<file path="config.mk">
export PLATFORM = sky130hd
export DESIGN_NAME = irq_controller_config
export DESIGN_NICKNAME = d
export VERILOG_FILES = /design/src/irq_ctl_pkg.sv /design/src/ext_edge_if.sv /design/src/ext_edge_detect.sv /design/src/irq_controller_config.sv
export VERILOG_INCLUDE_DIRS = /design/src /design/src/src
export SDC_FILE = /design/constraint.sdc
export NUM_CORES = 1
export LEC_CHECK = 0
export BUFFER_PORTS_ARGS = -buffer_cell sky130_fd_sc_hd__buf_2
export CAP_MARGIN = 20
export CORE_ASPECT_RATIO = 0.7
export CORE_MARGIN = 10
export CORE_UTILIZATION = 61
export DETAILED_ROUTE_END_ITERATION = 6
export GPL_TIMING_DRIVEN = 0
export PLACE_DENSITY = 0.95
export SYNTH_ARGS = -nofsm -noshare
export SYNTH_HDL_FRONTEND = slang
export SYNTH_SLANG_ARGS = --single-unit
</file>
<file path="constraint.sdc">
create_clock -name i_clk -period 25.3 [get_ports i_clk]
set_clock_uncertainty 0.15 [all_clocks]
set_input_delay 2.53 -clock i_clk [delete_from_list [all_inputs] [get_ports i_clk]]
set_output_delay 2.53 -clock i_clk [all_outputs]
set_load 0.01 [all_outputs]
</file>
<file path="src/irq_ctl_map.svh">
// Purpose: offsets, field positions, reset values of the irq controller
// Assumes: word-aligned byte offsets on the plain register port
// Notes: definitions only
//
// How it works
// RULE1: dispatch-select one gives per-source vectors; zero sends all through one.
// RULE2: threshold n (2..7) starts timer for priority n or lower; 1 only one.
// RULE3: threshold zero keeps the proximity timer disabled, never started.
// RULE4: each of five external inputs has polarity: one rising, zero falling.
// RULE5: status bits 10..8 hold priority level of latest presented interrupt.
// RULE6: status bits 5..0 hold interrupt number presented to the core.
// RULE7: software trusts status level and number only in single-vector dispatch.
// RULE8: qualifying event loads the proximity timer from the reload register; the code loads it only from idle, not while it runs.
// RULE9: unimplemented control and status bits read as zero.
// RULE10: timer counts down per clock; qualifying interrupts held until zero.
`ifndef IRQ_CTL_MAP_SVH
`define IRQ_CTL_MAP_SVH

`define OFS_CONTROL 8'h00
`define OFS_STATUS 8'h04
`define OFS_RELOAD 8'h08
`define OFS_EVT_STAT 8'h0c
`define OFS_EVT_MASK 8'h10

`define CTL_MULTI_DISPATCH_SELECT_BIT 12
`define CTL_THR_LSB 8
`define CTL_EDGE_LSB 0
`define STAT_PRIO_LSB 8
`define STAT_NUM_LSB 0

`define RESET_WORD 32'h0000_0000
`define RESET_THR 3'h0
`define RESET_EDGE 5'h00
`define SINGLE_VEC 6'h00
`define EXT_COUNT 5
`define EVT_COUNT 3
`define TIMER_DEC 32'h0000_0001

`endif

</file>
<file path="src/irq_ctl_pkg.sv">
// Purpose: types shared by the irq controller modules
// Assumes: nothing
// Notes: constants live in irq_ctl_map.svh
package irq_ctl_pkg;
  typedef enum logic [1:0] {
    PROX_IDLE = 2'b00,
    PROX_RUN = 2'b01
  } prox_state_t;
  typedef logic [5:0] irq_num_t;
  typedef logic [2:0] irq_prio_t;
  typedef logic [4:0] ext_vec_t;
endpackage : irq_ctl_pkg

</file>
<file path="src/ext_edge_if.sv">
// Purpose: carrier between the controller and its edge detector
// Assumes: one clock domain
// Notes: pins and polarity in, one-cycle edge events out
`timescale 1ns/10ps
`default_nettype none
interface ext_edge_if;
  import irq_ctl_pkg::*;
  ext_vec_t pins;
  ext_vec_t edge_sel;
  ext_vec_t edge_evt;
  modport det (input pins, input edge_sel, output edge_evt);
  modport ctl (output pins, output edge_sel, input edge_evt);
endinterface : ext_edge_if
`default_nettype wire

</file>
<file path="src/ext_edge_detect.sv">
// Purpose: edge detector for the five external interrupt inputs
// Assumes: inputs synchronous to i_clk
// Notes: event is a one-cycle pulse, combinational from the last sample
`timescale 1ns/10ps
`default_nettype none
`include "irq_ctl_map.svh"
module ext_edge_detect import irq_ctl_pkg::*; (
  input wire logic i_clk,
  input wire logic i_srst,
  ext_edge_if.det bus
);
  ext_vec_t prev_r;
  ext_vec_t prev_nxt;
  ext_vec_t evt;

  always_comb begin
    prev_nxt = bus.pins;
  end

  always_ff @(posedge i_clk) begin
    if (i_srst) begin
      prev_r <= `RESET_EDGE;
    end else begin
      prev_r <= prev_nxt;
    end
  end

  // first sample after reset sees prev = 0, so a high pin may read as rising
  for (genvar g = 0; g < `EXT_COUNT; g++) begin : g_edge
    always_comb begin
      if (bus.edge_sel[g]) begin
        evt[g] = bus.pins[g] & ~prev_r[g]; // [RULE4]
      end else begin
        evt[g] = ~bus.pins[g] & prev_r[g]; // [RULE4]
      end
    end
  end

  assign bus.edge_evt = evt;
endmodule : ext_edge_detect
`default_nettype wire

</file>
<file path="src/irq_controller_config.sv">
// Purpose: irq controller configuration, status and proximity timer
// Assumes: single clock, plain register port, core acks presented irq
// Notes: five external sources, irq number equals source index
`timescale 1ns/10ps
`default_nettype none
`include "irq_ctl_map.svh"
module irq_controller_config import irq_ctl_pkg::*; (
  input wire logic i_clk,
  input wire logic i_srst,
  input wire logic [7:0] i_addr,
  input wire logic [31:0] i_wdata,
  input wire logic i_wr,
  input wire logic i_rd,
  output logic [31:0] o_rdata,
  input wire logic [4:0] i_ext_irq,
  input wire logic [14:0] i_ext_prio,
  input wire logic i_core_ack,
  output logic o_core_req,
  output logic [5:0] o_core_vec,
  output logic [2:0] o_core_prio,
  output logic o_irq
);

  // ****************************************
  // helpers
  // ****************************************
  function automatic logic hit(input logic [7:0] a, input logic [7:0] ofs);
    hit = (a == ofs);
  endfunction : hit

  function automatic logic qualifies(input irq_prio_t p,
                                     input irq_prio_t thr);
    // priority 0 never qualifies, so code 1 admits priority 1 only
    qualifies = (thr != 3'h0) && (p != 3'h0) && (p <= thr); // [RULE2] [RULE3]
  endfunction : qualifies

  // ****************************************
  // state
  // ****************************************
  logic multi_dispatch_select_r, multi_dispatch_select_nxt;
  irq_prio_t proximity_threshold_sel_r, proximity_threshold_sel_nxt;
  ext_vec_t edge_sel_r, edge_sel_nxt;
  logic [31:0] proximity_reload_value_r, proximity_reload_value_nxt;
  logic [`EVT_COUNT-1:0] evt_stat_r, evt_stat_nxt;
  logic [`EVT_COUNT-1:0] evt_mask_r, evt_mask_nxt;
  logic [31:0] rdata_r, rdata_nxt;
  logic irq_r, irq_nxt;

  ext_vec_t pending_r, pending_nxt;
  prox_state_t prox_state_r, prox_state_nxt;
  logic [31:0] prox_cnt_r, prox_cnt_nxt;
  logic req_r, req_nxt;
  irq_num_t vec_r, vec_nxt;
  irq_prio_t prio_r, prio_nxt;
  irq_num_t presented_irq_number_r, presented_irq_number_nxt;
  irq_prio_t presented_priority_level_r, presented_priority_level_nxt;
  logic [2:0] sel_idx_r, sel_idx_nxt;

  // ****************************************
  // external edge detection
  // ****************************************
  ext_edge_if edge_bus ();
  assign edge_bus.pins = i_ext_irq;
  assign edge_bus.edge_sel = edge_sel_r;

  ext_edge_detect u_edge (
    .i_clk (i_clk),
    .i_srst (i_srst),
    .bus (edge_bus.det)
  );

  irq_prio_t src_prio [`EXT_COUNT];
  ext_vec_t qual;
  for (genvar g = 0; g < `EXT_COUNT; g++) begin : g_src
    assign src_prio[g] = i_ext_prio[3*g +: 3];
    assign qual[g] = qualifies(src_prio[g], proximity_threshold_sel_r);
  end

  // ****************************************
  // proximity timer and pending
  // ****************************************
  ext_vec_t ack_clear;
  logic prox_expire;
  logic prox_run;

  always_comb begin
    ack_clear = '0;
    if (i_core_ack && req_r) begin
      ack_clear[sel_idx_r] = 1'b1;
    end
    // set wins over the ack clear
    pending_nxt = (pending_r & ~ack_clear) | edge_bus.edge_evt;
    prox_state_nxt = prox_state_r;
    prox_cnt_nxt = prox_cnt_r;
    prox_expire = 1'b0;
    unique case (prox_state_r)
      PROX_IDLE: begin
        if (|(edge_bus.edge_evt & qual)) begin
          prox_cnt_nxt = proximity_reload_value_r; // [RULE8]
          prox_state_nxt = PROX_RUN;
        end
      end
      PROX_RUN: begin
        if (proximity_threshold_sel_r == 3'h0) begin
          prox_state_nxt = PROX_IDLE; // [RULE3]
        end else if (prox_cnt_r == 32'h0000_0000) begin
          prox_state_nxt = PROX_IDLE; // [RULE10]
          prox_expire = 1'b1;
        end else begin
          prox_cnt_nxt = prox_cnt_r - `TIMER_DEC; // [RULE10]
        end
      end
      default: begin
        prox_state_nxt = PROX_IDLE;
      end
    endcase
  end

  assign prox_run = (prox_state_r == PROX_RUN);

  always_ff @(posedge i_clk) begin
    if (i_srst) begin
      pending_r <= `RESET_EDGE;
      prox_state_r <= PROX_IDLE;
      prox_cnt_r <= `RESET_WORD;
    end else begin
      pending_r <= pending_nxt;
      prox_state_r <= prox_state_nxt;
      prox_cnt_r <= prox_cnt_nxt;
    end
  end

  // ****************************************
  // presentation to the core
  // ****************************************
  ext_vec_t eligible;
  logic found;
  logic [2:0] best_idx;
  irq_prio_t best_prio;
  logic new_present;

  always_comb begin
    // qualifying sources wait while the timer runs, then go together
    eligible = pending_r & ~(qual & {`EXT_COUNT{prox_run}}); // [RULE10]
    found = 1'b0;
    best_idx = 3'h0;
    best_prio = 3'h0;
    for (int i = 0; i < `EXT_COUNT; i++) begin
      if (eligible[i] && (!found || src_prio[i] > best_prio)) begin
        found = 1'b1;
        best_idx = 3'(i);
        best_prio = src_prio[i];
      end
    end
    if (ack_clear[best_idx]) begin
      found = 1'b0;
    end
    req_nxt = found;
    sel_idx_nxt = found ? best_idx : sel_idx_r;
    prio_nxt = found ? best_prio : prio_r;
    if (!found) begin
      vec_nxt = vec_r;
    end else if (multi_dispatch_select_r) begin
      vec_nxt = irq_num_t'(best_idx); // [RULE1]
    end else begin
      vec_nxt = `SINGLE_VEC; // [RULE1]
    end
    new_present = found && (!req_r || best_idx != sel_idx_r);
    presented_irq_number_nxt = found ? irq_num_t'(best_idx) :
                               presented_irq_number_r; // [RULE6]
    presented_priority_level_nxt = found ? best_prio :
                                   presented_priority_level_r; // [RULE5]
  end

  always_ff @(posedge i_clk) begin
    if (i_srst) begin
      req_r <= 1'b0;
      sel_idx_r <= 3'h0;
      prio_r <= 3'h0;
      vec_r <= `SINGLE_VEC;
      presented_irq_number_r <= `SINGLE_VEC;
      presented_priority_level_r <= 3'h0;
    end else begin
      req_r <= req_nxt;
      sel_idx_r <= sel_idx_nxt;
      prio_r <= prio_nxt;
      vec_r <= vec_nxt;
      presented_irq_number_r <= presented_irq_number_nxt;
      presented_priority_level_r <= presented_priority_level_nxt;
    end
  end

  // ****************************************
  // register port
  // ****************************************
  logic [`EVT_COUNT-1:0] evt_set;
  logic [`EVT_COUNT-1:0] evt_clr;

  always_comb begin
    multi_dispatch_select_nxt = multi_dispatch_select_r;
    proximity_threshold_sel_nxt = proximity_threshold_sel_r;
    edge_sel_nxt = edge_sel_r;
    proximity_reload_value_nxt = proximity_reload_value_r;
    evt_mask_nxt = evt_mask_r;
    evt_clr = '0;
    // status fields are hardware owned, so writes to them fall away
    if (i_wr) begin
      if (hit(i_addr, `OFS_CONTROL)) begin
        multi_dispatch_select_nxt = i_wdata[`CTL_MULTI_DISPATCH_SELECT_BIT];
        proximity_threshold_sel_nxt = i_wdata[`CTL_THR_LSB +: 3];
        edge_sel_nxt = i_wdata[`CTL_EDGE_LSB +: `EXT_COUNT]; // [RULE4]
      end
      if (hit(i_addr, `OFS_RELOAD)) begin
        proximity_reload_value_nxt = i_wdata;
      end
      // write one to clear
      if (hit(i_addr, `OFS_EVT_STAT)) begin
        evt_clr = i_wdata[`EVT_COUNT-1:0];
      end
      if (hit(i_addr, `OFS_EVT_MASK)) begin
        evt_mask_nxt = i_wdata[`EVT_COUNT-1:0];
      end
    end
  end

  always_ff @(posedge i_clk) begin
    if (i_srst) begin
      multi_dispatch_select_r <= 1'b0;
      proximity_threshold_sel_r <= `RESET_THR;
      edge_sel_r <= `RESET_EDGE;
      proximity_reload_value_r <= `RESET_WORD;
      evt_mask_r <= '0;
    end else begin
      multi_dispatch_select_r <= multi_dispatch_select_nxt;
      proximity_threshold_sel_r <= proximity_threshold_sel_nxt;
      edge_sel_r <= edge_sel_nxt;
      proximity_reload_value_r <= proximity_reload_value_nxt;
      evt_mask_r <= evt_mask_nxt;
    end
  end

  // ****************************************
  // event status and interrupt
  // ****************************************
  always_comb begin
    // bit0 external edge, bit1 timer expiry, bit2 new presentation
    evt_set = {new_present, prox_expire, |edge_bus.edge_evt};
    // set wins over the clear, so an event in the clear cycle survives
    evt_stat_nxt = (evt_stat_r & ~evt_clr) | evt_set;
    // next status and mask, so a clear drops the line at the same edge as the status bit
    irq_nxt = |(evt_stat_nxt & evt_mask_nxt);
  end

  always_ff @(posedge i_clk) begin
    if (i_srst) begin
      evt_stat_r <= '0;
      irq_r <= 1'b0;
    end else begin
      evt_stat_r <= evt_stat_nxt;
      irq_r <= irq_nxt;
    end
  end

  // ****************************************
  // read data
  // ****************************************
  always_comb begin
    // zero outside the read cycle, so the port can be or-ed with others
    rdata_nxt = `RESET_WORD;
    // unmapped addresses match no branch and read as zero
    if (i_rd) begin
      if (hit(i_addr, `OFS_CONTROL)) begin
        rdata_nxt[`CTL_MULTI_DISPATCH_SELECT_BIT] = multi_dispatch_select_r; // [RULE9]
        rdata_nxt[`CTL_THR_LSB +: 3] = proximity_threshold_sel_r;
        rdata_nxt[`CTL_EDGE_LSB +: `EXT_COUNT] = edge_sel_r;
      end else if (hit(i_addr, `OFS_STATUS)) begin
        // valid for software only in single-vector dispatch
        rdata_nxt[`STAT_PRIO_LSB +: 3] =
          presented_priority_level_r; // [RULE5] [RULE7] [RULE9]
        rdata_nxt[`STAT_NUM_LSB +: 6] = presented_irq_number_r; // [RULE6]
      end else if (hit(i_addr, `OFS_RELOAD)) begin
        rdata_nxt = proximity_reload_value_r;
      end else if (hit(i_addr, `OFS_EVT_STAT)) begin
        rdata_nxt[`EVT_COUNT-1:0] = evt_stat_r;
      end else if (hit(i_addr, `OFS_EVT_MASK)) begin
        rdata_nxt[`EVT_COUNT-1:0] = evt_mask_r;
      end
    end
  end

  always_ff @(posedge i_clk) begin
    if (i_srst) begin
      rdata_r <= `RESET_WORD;
    end else begin
      rdata_r <= rdata_nxt;
    end
  end

  assign o_rdata = rdata_r;
  assign o_core_req = req_r;
  assign o_core_vec = vec_r;
  assign o_core_prio = prio_r;
  assign o_irq = irq_r;
endmodule : irq_controller_config
`default_nettype wire

</file>
# [Word-level counts from Yosys, hierarchy flattened]
# Index checks and enable logic that the tools add are counted.
[word_totals] register_bits=137 latch_bits=0 ramBits=0 romBits=0 wordCells=172 n_memories=0
[op_classes] n_addsub=1 multipliers=0 div_mod_pow=0 order_cmp=12 n_eq_ne=10 shift=0 muxes=51 n_bitwise=33 n_reduce_logical=47
[ops] op="32-bit two-way mux" count=3
[ops] op="32-bit one-hot mux with 2 select lines" count=1
[ops] op="3-bit two-way mux" count=18
[ops] op="32-bit logical NOT" count=1
[ops] op="32-bit by 1-bit subtractor with 32-bit output (second input constant)" count=1
[ops] op="5-bit AND" count=4
[ops] op="1-bit two-way mux" count=18
[ops] op="3-bit nonzero test" count=6
[ops] op="1-bit logical AND" count=17
[ops] op="8-bit by 4-bit equality test with 1-bit output (second input constant)" count=2
[ops] op="3-bit less-or-equal comparator" count=5
[ops] op="5-bit two-way mux" count=3
[ops] op="5-bit OR reduction" count=3
[ops] op="3-bit greater-than comparator" count=4
[ops] op="1-bit inverter" count=12
[ops] op="1-bit AND" count=10
[ops] op="10-bit two-way mux" count=1
[ops] op="5-bit inverter" count=2
[ops] op="8-bit by 3-bit equality test with 1-bit output (second input constant)" count=1
[ops] op="8-bit by 5-bit equality test with 1-bit output (second input constant)" count=1
[ops] op="8-bit logical NOT" count=1
[ops] op="3-bit by 4-bit less-than comparator with 1-bit output (second input constant)" count=2
[ops] op="2-bit two-way mux" count=4
[ops] op="3-bit AND" count=2
[ops] op="20 further kinds" count=32

# [Longest topological paths before layout]
# Gate-level depths: netlist of run 1.
[depth] ltp_word=30 ltp_mapped=41 mapped_depth_nobuf=39

# [By module]
# From an unflattened synthesis of run 1, not the netlist that was laid out.
[hier_totals] hier_cells=849 area_unflattened_um2=6816.5
[by_module_without_submodules] module="irq_controller_config" n_inst=1 cells_each=824 area_per_inst_um2=6570.1 seq_area_each_um2=2562.5
[by_module_without_submodules] module="ext_edge_detect" n_inst=1 cells_each=25 area_per_inst_um2=246.5 seq_area_each_um2=100.1

# [Worst setup path before layout of run 1]
# OpenSTA, ideal clock, no wires.
[synth_timing] path_kind="in2reg" from="input port i_ext_prio[1]" to="register presented_priority_level_r[0]" setup_ps=60 arrival_ps=9468 required_ps=25090 slack_ps=15622 cell_stages=37 path_buffers=2 cell_sequence="ha_1 > a211oi_1 > o32ai_1 > o21a_1 > and2_1 > ha_1 > nand3_1 > o21ai_0 > o21a_1 > o21ai_1 > and3_1 > nor2_1 > ha_1 > nor2b_1 > o21a_1 > o21ai_0 > o211ai_1 > and3_1 > clkbuf_1 > o31ai_1 > ha_1 > nor2b_1 > o31a_1 > o311ai_0 > o41ai_1 > clkbuf_1 > o21a_1 > ha_1 > nor2b_1 > o21a_1 > o211ai_1 > o21bai_1 > o41ai_1 > a221o_1 > a41o_1 > a221oi_1 > a32o_1"
[synth_between] elab_chain_cells=26 elab_cells_between_ends=40 classes_between="5 x order compare; 17 x mux; 3 x bitwise; 15 x reduce/logical"
[synth_rtl] item="from (decl)" line="irq_controller_config.sv:16" text="input wire logic [14:0] i_ext_prio,"
[synth_rtl] item="branches (longest 26 deep; another with 3-bit less-or-equal comparator)"
[synth_rtl] item="to (signal assigned)" line="irq_controller_config.sv:189" text="presented_priority_level_r <= presented_priority_level_nxt;"
[synth_rtl] item="to (decl)" line="irq_controller_config.sv:56" text="irq_prio_t presented_priority_level_r, presented_priority_level_nxt;"
# Parallel ways; which one is timed is not known. The select of a mux whose other input is x is not followed.
# A chain may end at the register's enable or synchronous reset.

# [Worst setup path after layout of run 1]
[layout_timing] from="input port i_ext_prio[1]" to="register presented_priority_level_r[2]"
# Same word-level chain as after synthesis.

==> results.yml, run 1 <==
finish:
  post-route-util_pct: 75.6
  layout-drive-gt1-share_pct: 15.7
  antenna_cells: 0
  fin_area_mm2: 0.00798
  syn_to_final_growth_pct: 19.1
  final_cells: 1122
  final_nets: 1054
global_routing:
  grt.overflow.total: 0
  grt_pass1_vias: 6678
  grt_antenna_before_repair: 0
  grt_start_max_net_pins: 17
  grt_pass1_wl_um: 34000
  track_usage_pct: 26.6
timing:
  rsz0062_at_grt: "no"
  relSlewSlack_pct: 37.9
  max_freq_mhz: 92.6
  period_needed_ns: 10.80
  worstMarginPinSlew_ns: 0.923
  slew_violations: 0
  setup_tns_ns: 0
  finalHoldViolCount: 0
  period_share_pct: 42.7
  report.final.setup_viol: 0
  setup_ws_ns: 14.50
drt:
  drc_errors: 4
  via_per_inst: 6.38
  wirelength_um: 21700
  first_pass_iters: 7
  vias: 7163
  wl_per_cell_um: 19.4
  dr.first_iter.drc_count: 1226
  drtAntennaViolNets: 0
pwr:
  ir_drop_v: 0.0000530
  p_comb_share_pct: 9.3
  p_sw_share_pct: 25.3
  power_density_mw_per_mm2: 62.4
  power_switching_mw: 0.126
  seqPwrFrac_pct: 43.0
  p_leak_nw: 3.31
  clockPowerShare_pct: 47.7
  internal_power_mw: 0.372
setup_path:
  r2r-end: "presented_priority_level_r[2]"
  reg2reg_depth: 36
  criticalPathCategory: "primary input to flip-flop"
  critPathLaunchType: "primary input"
  cp_slowest_cell: "o31ai_1"
  r2r-start: "proximity_threshold_sel_r[0]"
  cp-end-kind: "flip-flop"
  cp_max_fo: 10
  slowest_delay_ns: 0.45
  rrSetupSlack_ns: 15.94
  cp.arrival_ns: 11.01
  required_ns: 25.51
  critPathLaunch: "i_ext_prio[1]"
clock_tree:
  cts.sinks: 133
  clkLatencyLatePin_ns: 0.42
  cts_buffers: 17
  cts_hold_buffers: 0
  cts-root-buf: "clkbuf_16"
  clock_tree.buffer_depth: 2
  ctsResizeCount: 0
  cts_tree: "yes"
  clk_pin_slew_worst_paths_ns: 0.06
  htreeDepth: 4
  post_cts_buffers: 0
synth:
  yosysTopAreaCellShare_pct: 39.7
  yosysSeqAreaShare_pct: 39.7
  synth_cells: 837
  synthArstFlopShare_pct: 0
  synth_seq_cells: 133
  ys.flop_type: "dfxtp_1"
  synth.avg_cell_area_um2: 8.00
  ys_warn_count: 0
  syn_area_mm2: 0.00670
  yosys.area.top_type: "dfxtp_1"
  synthTopCellsByArea: "dfxtp_1 (40%), nand2_1 (6.7%), a21oi_1 (6.3%)"
  ys_types: 65
  synth_edf_count: 0
floorplan:
  num_rows: 31
  fp.coreArea_mm2: 0.0106
  die_x_um: 145
  fp.dieH_um: 108
  io_pins: 108
  die-area_mm2: 0.0156
  start_util_pct: 63.5
run_status:
  violations: "DRC"
  outcome: "finished with violations"
placed_design:
  dp_hpwl_um: 16000
  dpl.cell_count: 1090
  dpl-instance-area_mm2: 0.00741
  port_buffers: 102
  gp_congestion: 0.974
  pre_cts_ws_ns: 14.39
job:
  drv_cap: 0
hold_path:
  hold_path_startpoint: "proximity_reload_value_r[18]"
  worst_hold_path.endpoint: "proximity_reload_value_r[18]"
  hp-class: "flip-flop to flip-flop"
  holdPathStages: 2
==> flip-flops by register name (all words and copies together) (netlist names), 3 cells and up <==
register,cells
proximity_threshold_sel_r,3
presented_priority_level_r,3
prox_cnt_r,32
o_rdata,32
o_core_vec,3
u_edge.prev_r,5
proximity_reload_value_r,32
pending_r,5
evt_stat_r,3
edge_bus.edge_sel,5
evt_mask_r,3
sel_idx_r,3
==> worst max-delay path by stage <==
stage	endpoint	depth (start not counted)
after detailed placement	presented_priority_level_r[2]	39
after global placement	presented_priority_level_r[2]	39
after CTS	presented_priority_level_r[2]	39
final	presented_priority_level_r[2]	39
after global routing	presented_priority_level_r[2]	41
after floorplan	presented_priority_level_r[0]	37
==> Yosys cell counts (5+ instances only) <==
cell and instances:
o41ai_1 5, nor2_1 65, nor4_1 6, o21ai_0 38
o22ai_1 5, dfxtp_1 133, a22oi_1 13, nor2b_1 23
o21ai_1 9, nor3b_1 8, nand2_1 120, and2_1 5
or3_1 14, o211ai_1 7, a222oi_1 12, nor3_1 21
o31ai_1 13, mux2i_1 5, nand3_1 27, o21a_1 11
and3_1 29, a211oi_1 14, ha_1 28, a21oi_1 84
clkbuf_1 45, inv_1 23
==> placed cells by master (no fill, tap or decap), types with 5 or more instances in the layout <==
cell / Yosys / final
and2_1: 5 / 5
o21ai_0: 38 / 38
a222oi_1: 12 / 12
nor2_1: 65 / 65
a21oi_1: 84 / 84
nor3_1: 21 / 21
nor2b_1: 23 / 23
or3_1: 14 / 14
nand2_1: 120 / 120
dfxtp_1: 133 / 133
clkbuf_1: 45 / 46
o211ai_1: 7 / 7
nor3b_1: 8 / 8
o31ai_1: 13 / 13
ha_1: 28 / 28
buf_2: 4 / 107
nor4_1: 6 / 6
nand3_1: 27 / 27
clkbuf_16: 0 / 17
inv_1: 23 / 23
mux2i_1: 5 / 5
a22oi_1: 13 / 13
o41ai_1: 5 / 5
a211oi_1: 14 / 14
and3_1: 29 / 29
o21ai_1: 9 / 9
clkinvlp_4: 0 / 6
o22ai_1: 5 / 5
o21a_1: 11 / 11
==> per-layer routing <==
metal	global-route usage (%)	vias up	part of all wire [%]
met5	0	-	0
met4	8.99	0	2.1
met3	10.2	62	15
met2	38.4	525	41
met1	35.5	3269	41
li1	-	3307	-
==> through the flow <==
step                      hold slack [ns]  total power [mW]
after global routing                0.347             0.511
after CTS                           0.315             0.495
after floorplan                     0.290             0.246
after global placement              0.303             0.261
final                               0.311             0.498
after detailed placement            0.306             0.262
==> critical path: cells and delay by family <==
family	cells	cell delay (ns)
buffers and inverters	3	0.65
AOI/OAI and AO/OA	23	5.10
and+or+nand+nor	8	1.23
adders and majority gates	5	1.50
==> logic make-up (layout without fill, tap and decap cells) <==
logic type	Yosys count	after routing	synth area share, %
and+or+nand+nor	344	344	25.2
AOI/OAI and AO/OA	247	247	24.0
DFF	133	133	39.7
buffers and inverters	78	213	4.84
adders and majority gates	28	28	5.23
muxes	6	6	0.915
other	1	3	0.0560
==> layout make-up <==
class | instances | area, um^2
Multi-Input combinational cell | 628 | 3720
Sequential cell | 133 | 2660
Fill cell | 784 | 2570
Timing Repair Buffer | 103 | 515
Clock buffer | 21 | 470
Buffer | 54 | 234
Tap cell | 148 | 185
Clock inverter | 11 | 103
Inverter | 24 | 90.1
==> power groups by stage <==
stage                     clock (mW)  sequential, mW  combinational [mW]
after global placement             0           0.219              0.0426
final                          0.237           0.214              0.0463
after CTS                      0.236           0.214              0.0443
after floorplan                    0           0.218              0.0273
after global routing           0.246           0.214              0.0503
after detailed placement           0           0.219              0.0439
No activity file was read; power rests on OpenSTA's default activity.
==> run 2, diff against run 1 <==
CORE_UTILIZATION = 57   (was 61)
PLACE_DENSITY = 0.91   (was 0.95)
clock period = 10.7 ns   (was 25.3 ns; I/O delays follow)
==> results.yml, run 2 (same netlist as run 1, synthesis figures left out) <==
setup_path:
  r2r-start: "proximity_threshold_sel_r[0]"
  required_ns: 10.86
  cp.arrival_ns: 9.43
  criticalPathCategory: "primary input to flip-flop"
  rrSetupSlack_ns: 1.54
  cp_slowest_cell: "o31ai_1"
  cp_max_fo: 10
  critPathLaunchType: "primary input"
  reg2reg_depth: 36
  cp-end-kind: "flip-flop"
  slowest_delay_ns: 0.48
  r2r-end: "presented_priority_level_r[0]"
  crit_family: "compound AO/OA/AOI/OAI gates"
  path_depth: 39
  cp_num_buf_inv: 3
floorplan:
  fp.dieH_um: 111
  fp.coreArea_mm2: 0.0116
  die_x_um: 150
  start_util_pct: 57.7
  io_pins: 108
  num_rows: 33
  die-area_mm2: 0.0166
clock_tree:
  cts-root-buf: "clkbuf_16"
  cts_buffers: 17
  cts_hold_buffers: 0
  clkLatencyLatePin_ns: 0.42
  cts_tree: "yes"
  cts.sinks: 133
  clk_pin_slew_worst_paths_ns: 0.06
  ctsResizeCount: 0
  clock_tree.buffer_depth: 2
  post_cts_buffers: 0
  htreeDepth: 4
drt:
  wl_per_cell_um: 19.8
  vias: 7337
  drc_errors: 3
  drtAntennaViolNets: 0
  via_per_inst: 6.49
  first_pass_iters: 7
  wirelength_um: 22400
  dr.first_iter.drc_count: 1416
timing:
  relSlewSlack_pct: 43.2
  period_share_pct: 86.6
  slew_violations: 0
  max_freq_mhz: 108
  report.final.setup_viol: 0
  finalHoldViolCount: 0
  fin_hold_ws_ns: 0.328
  setup_tns_ns: 0
  rsz0062_at_grt: "no"
  period_needed_ns: 9.27
  worstMarginPinSlew_ns: 0.845
placed_design:
  port_buffers: 102
  gp_congestion: 0.976
  dpl-instance-area_mm2: 0.00741
  dp_hpwl_um: 15700
  dpl.cell_count: 1098
global_routing:
  grt_pass1_vias: 6806
  grt_start_max_net_pins: 17
  grt.overflow.total: 0
  track_usage_pct: 26.1
  grt_pass1_wl_um: 35400
  grt_antenna_before_repair: 0
pwr:
  p_comb_share_pct: 8.5
  seqPwrFrac_pct: 39.3
  ir_drop_v: 0.000124
  power_switching_mw: 0.307
  clockPowerShare_pct: 52.2
  internal_power_mw: 0.981
  power_density_mw_per_mm2: 159
  p_leak_nw: 3.36
  p_sw_share_pct: 23.8
finish:
  post-route-util_pct: 69.8
  multi_input_area_mm2: 0.00372
  final_nets: 1054
  syn_to_final_growth_pct: 20.9
  layout.area.seq_mm2: 0.00266
  final_common_cell: "dfxtp_1"
  antenna_cells: 0
  fin_area_mm2: 0.00810
  layout_common_cells: "dfxtp_1 (133), nand2_1 (120), buf_2 (106)"
  layout-drive-gt1-share_pct: 15.8
  final_cells: 1131
  fillerInstances: 864
hold_path:
  hp-class: "flip-flop to flip-flop"
  worst_hold_path.endpoint: "proximity_reload_value_r[22]"
  holdPathStages: 2
  hold_path_startpoint: "proximity_reload_value_r[22]"
job:
  drv_cap: 0
run_status:
  violations: "DRC"
  outcome: "finished with violations"
==> run 2: changes by cell type in the layout (fill, tap and decap cells not counted), sizes merged <==
cell	before	now
clkbuf	66	63
bufinv	1	6
buf	112	111
clkinv	5	7
clkinvlp	6	2
inv	23	24
==> run 2: final cells by class <==
class,count,share of cell area [%]
Buffer,54,2.89
Clock buffer,17,5.25
Clock inverter,15,3.12
Inverter,24,1.11
Multi-Input combinational cell,628,45.9
Sequential cell,133,32.9
Tap cell,157,2.43
Timing Repair Buffer,103,6.37
==> run 2: worst max path at each step <==
stage                              from                            end  slack (ns)
after CTS                 i_ext_prio[1]  presented_priority_level_r[0]        1.69
after global placement    i_ext_prio[1]  presented_priority_level_r[2]        1.36
after global routing      i_ext_prio[0]  presented_priority_level_r[2]        0.80
after floorplan           i_ext_prio[1]  presented_priority_level_r[0]        2.48
after detailed placement  i_ext_prio[1]  presented_priority_level_r[0]        1.33
final                     i_ext_prio[1]  presented_priority_level_r[0]        1.43
==> run 2: power by group through the flow <==
stage          sequential [mW]  clock, mW  combinational (mW)
6_report                 0.507      0.672               0.109
2_1_floorplan            0.516          0              0.0645
3_5_place_dp             0.517          0               0.103
5_1_grt                  0.507      0.691               0.119
4_1_cts                  0.506      0.668               0.105
3_3_place_gp             0.517          0               0.100
==> run 2: worst register-to-register path: cells and delay by family (launching register included) <==
family | cells | cell delay (ns)
adders and majority gates | 4 | 1.18
buffers and inverters | 3 | 0.80
and+or+nand+nor | 9 | 2.19
DFF | 1 | 0.44
AOI/OAI and AO/OA | 20 | 4.27
==> run 2: stage by stage <==
stage | total power, mW | setup slack (ns)
finish | 1.29 | 1.43
global route | 1.32 | 0.805
CTS | 1.28 | 1.69
detailed placement | 0.620 | 1.33
global placement | 0.617 | 1.36
floorplan | 0.581 | 2.48
==> run 2: layer usage <==
metal / GRT usage, % / wire length, um
met1: 36.5 / 9140
met2: 37.2 / 9330
met3: 7.67 / 3240
met4: 9.00 / 661
met5: 0 / 0
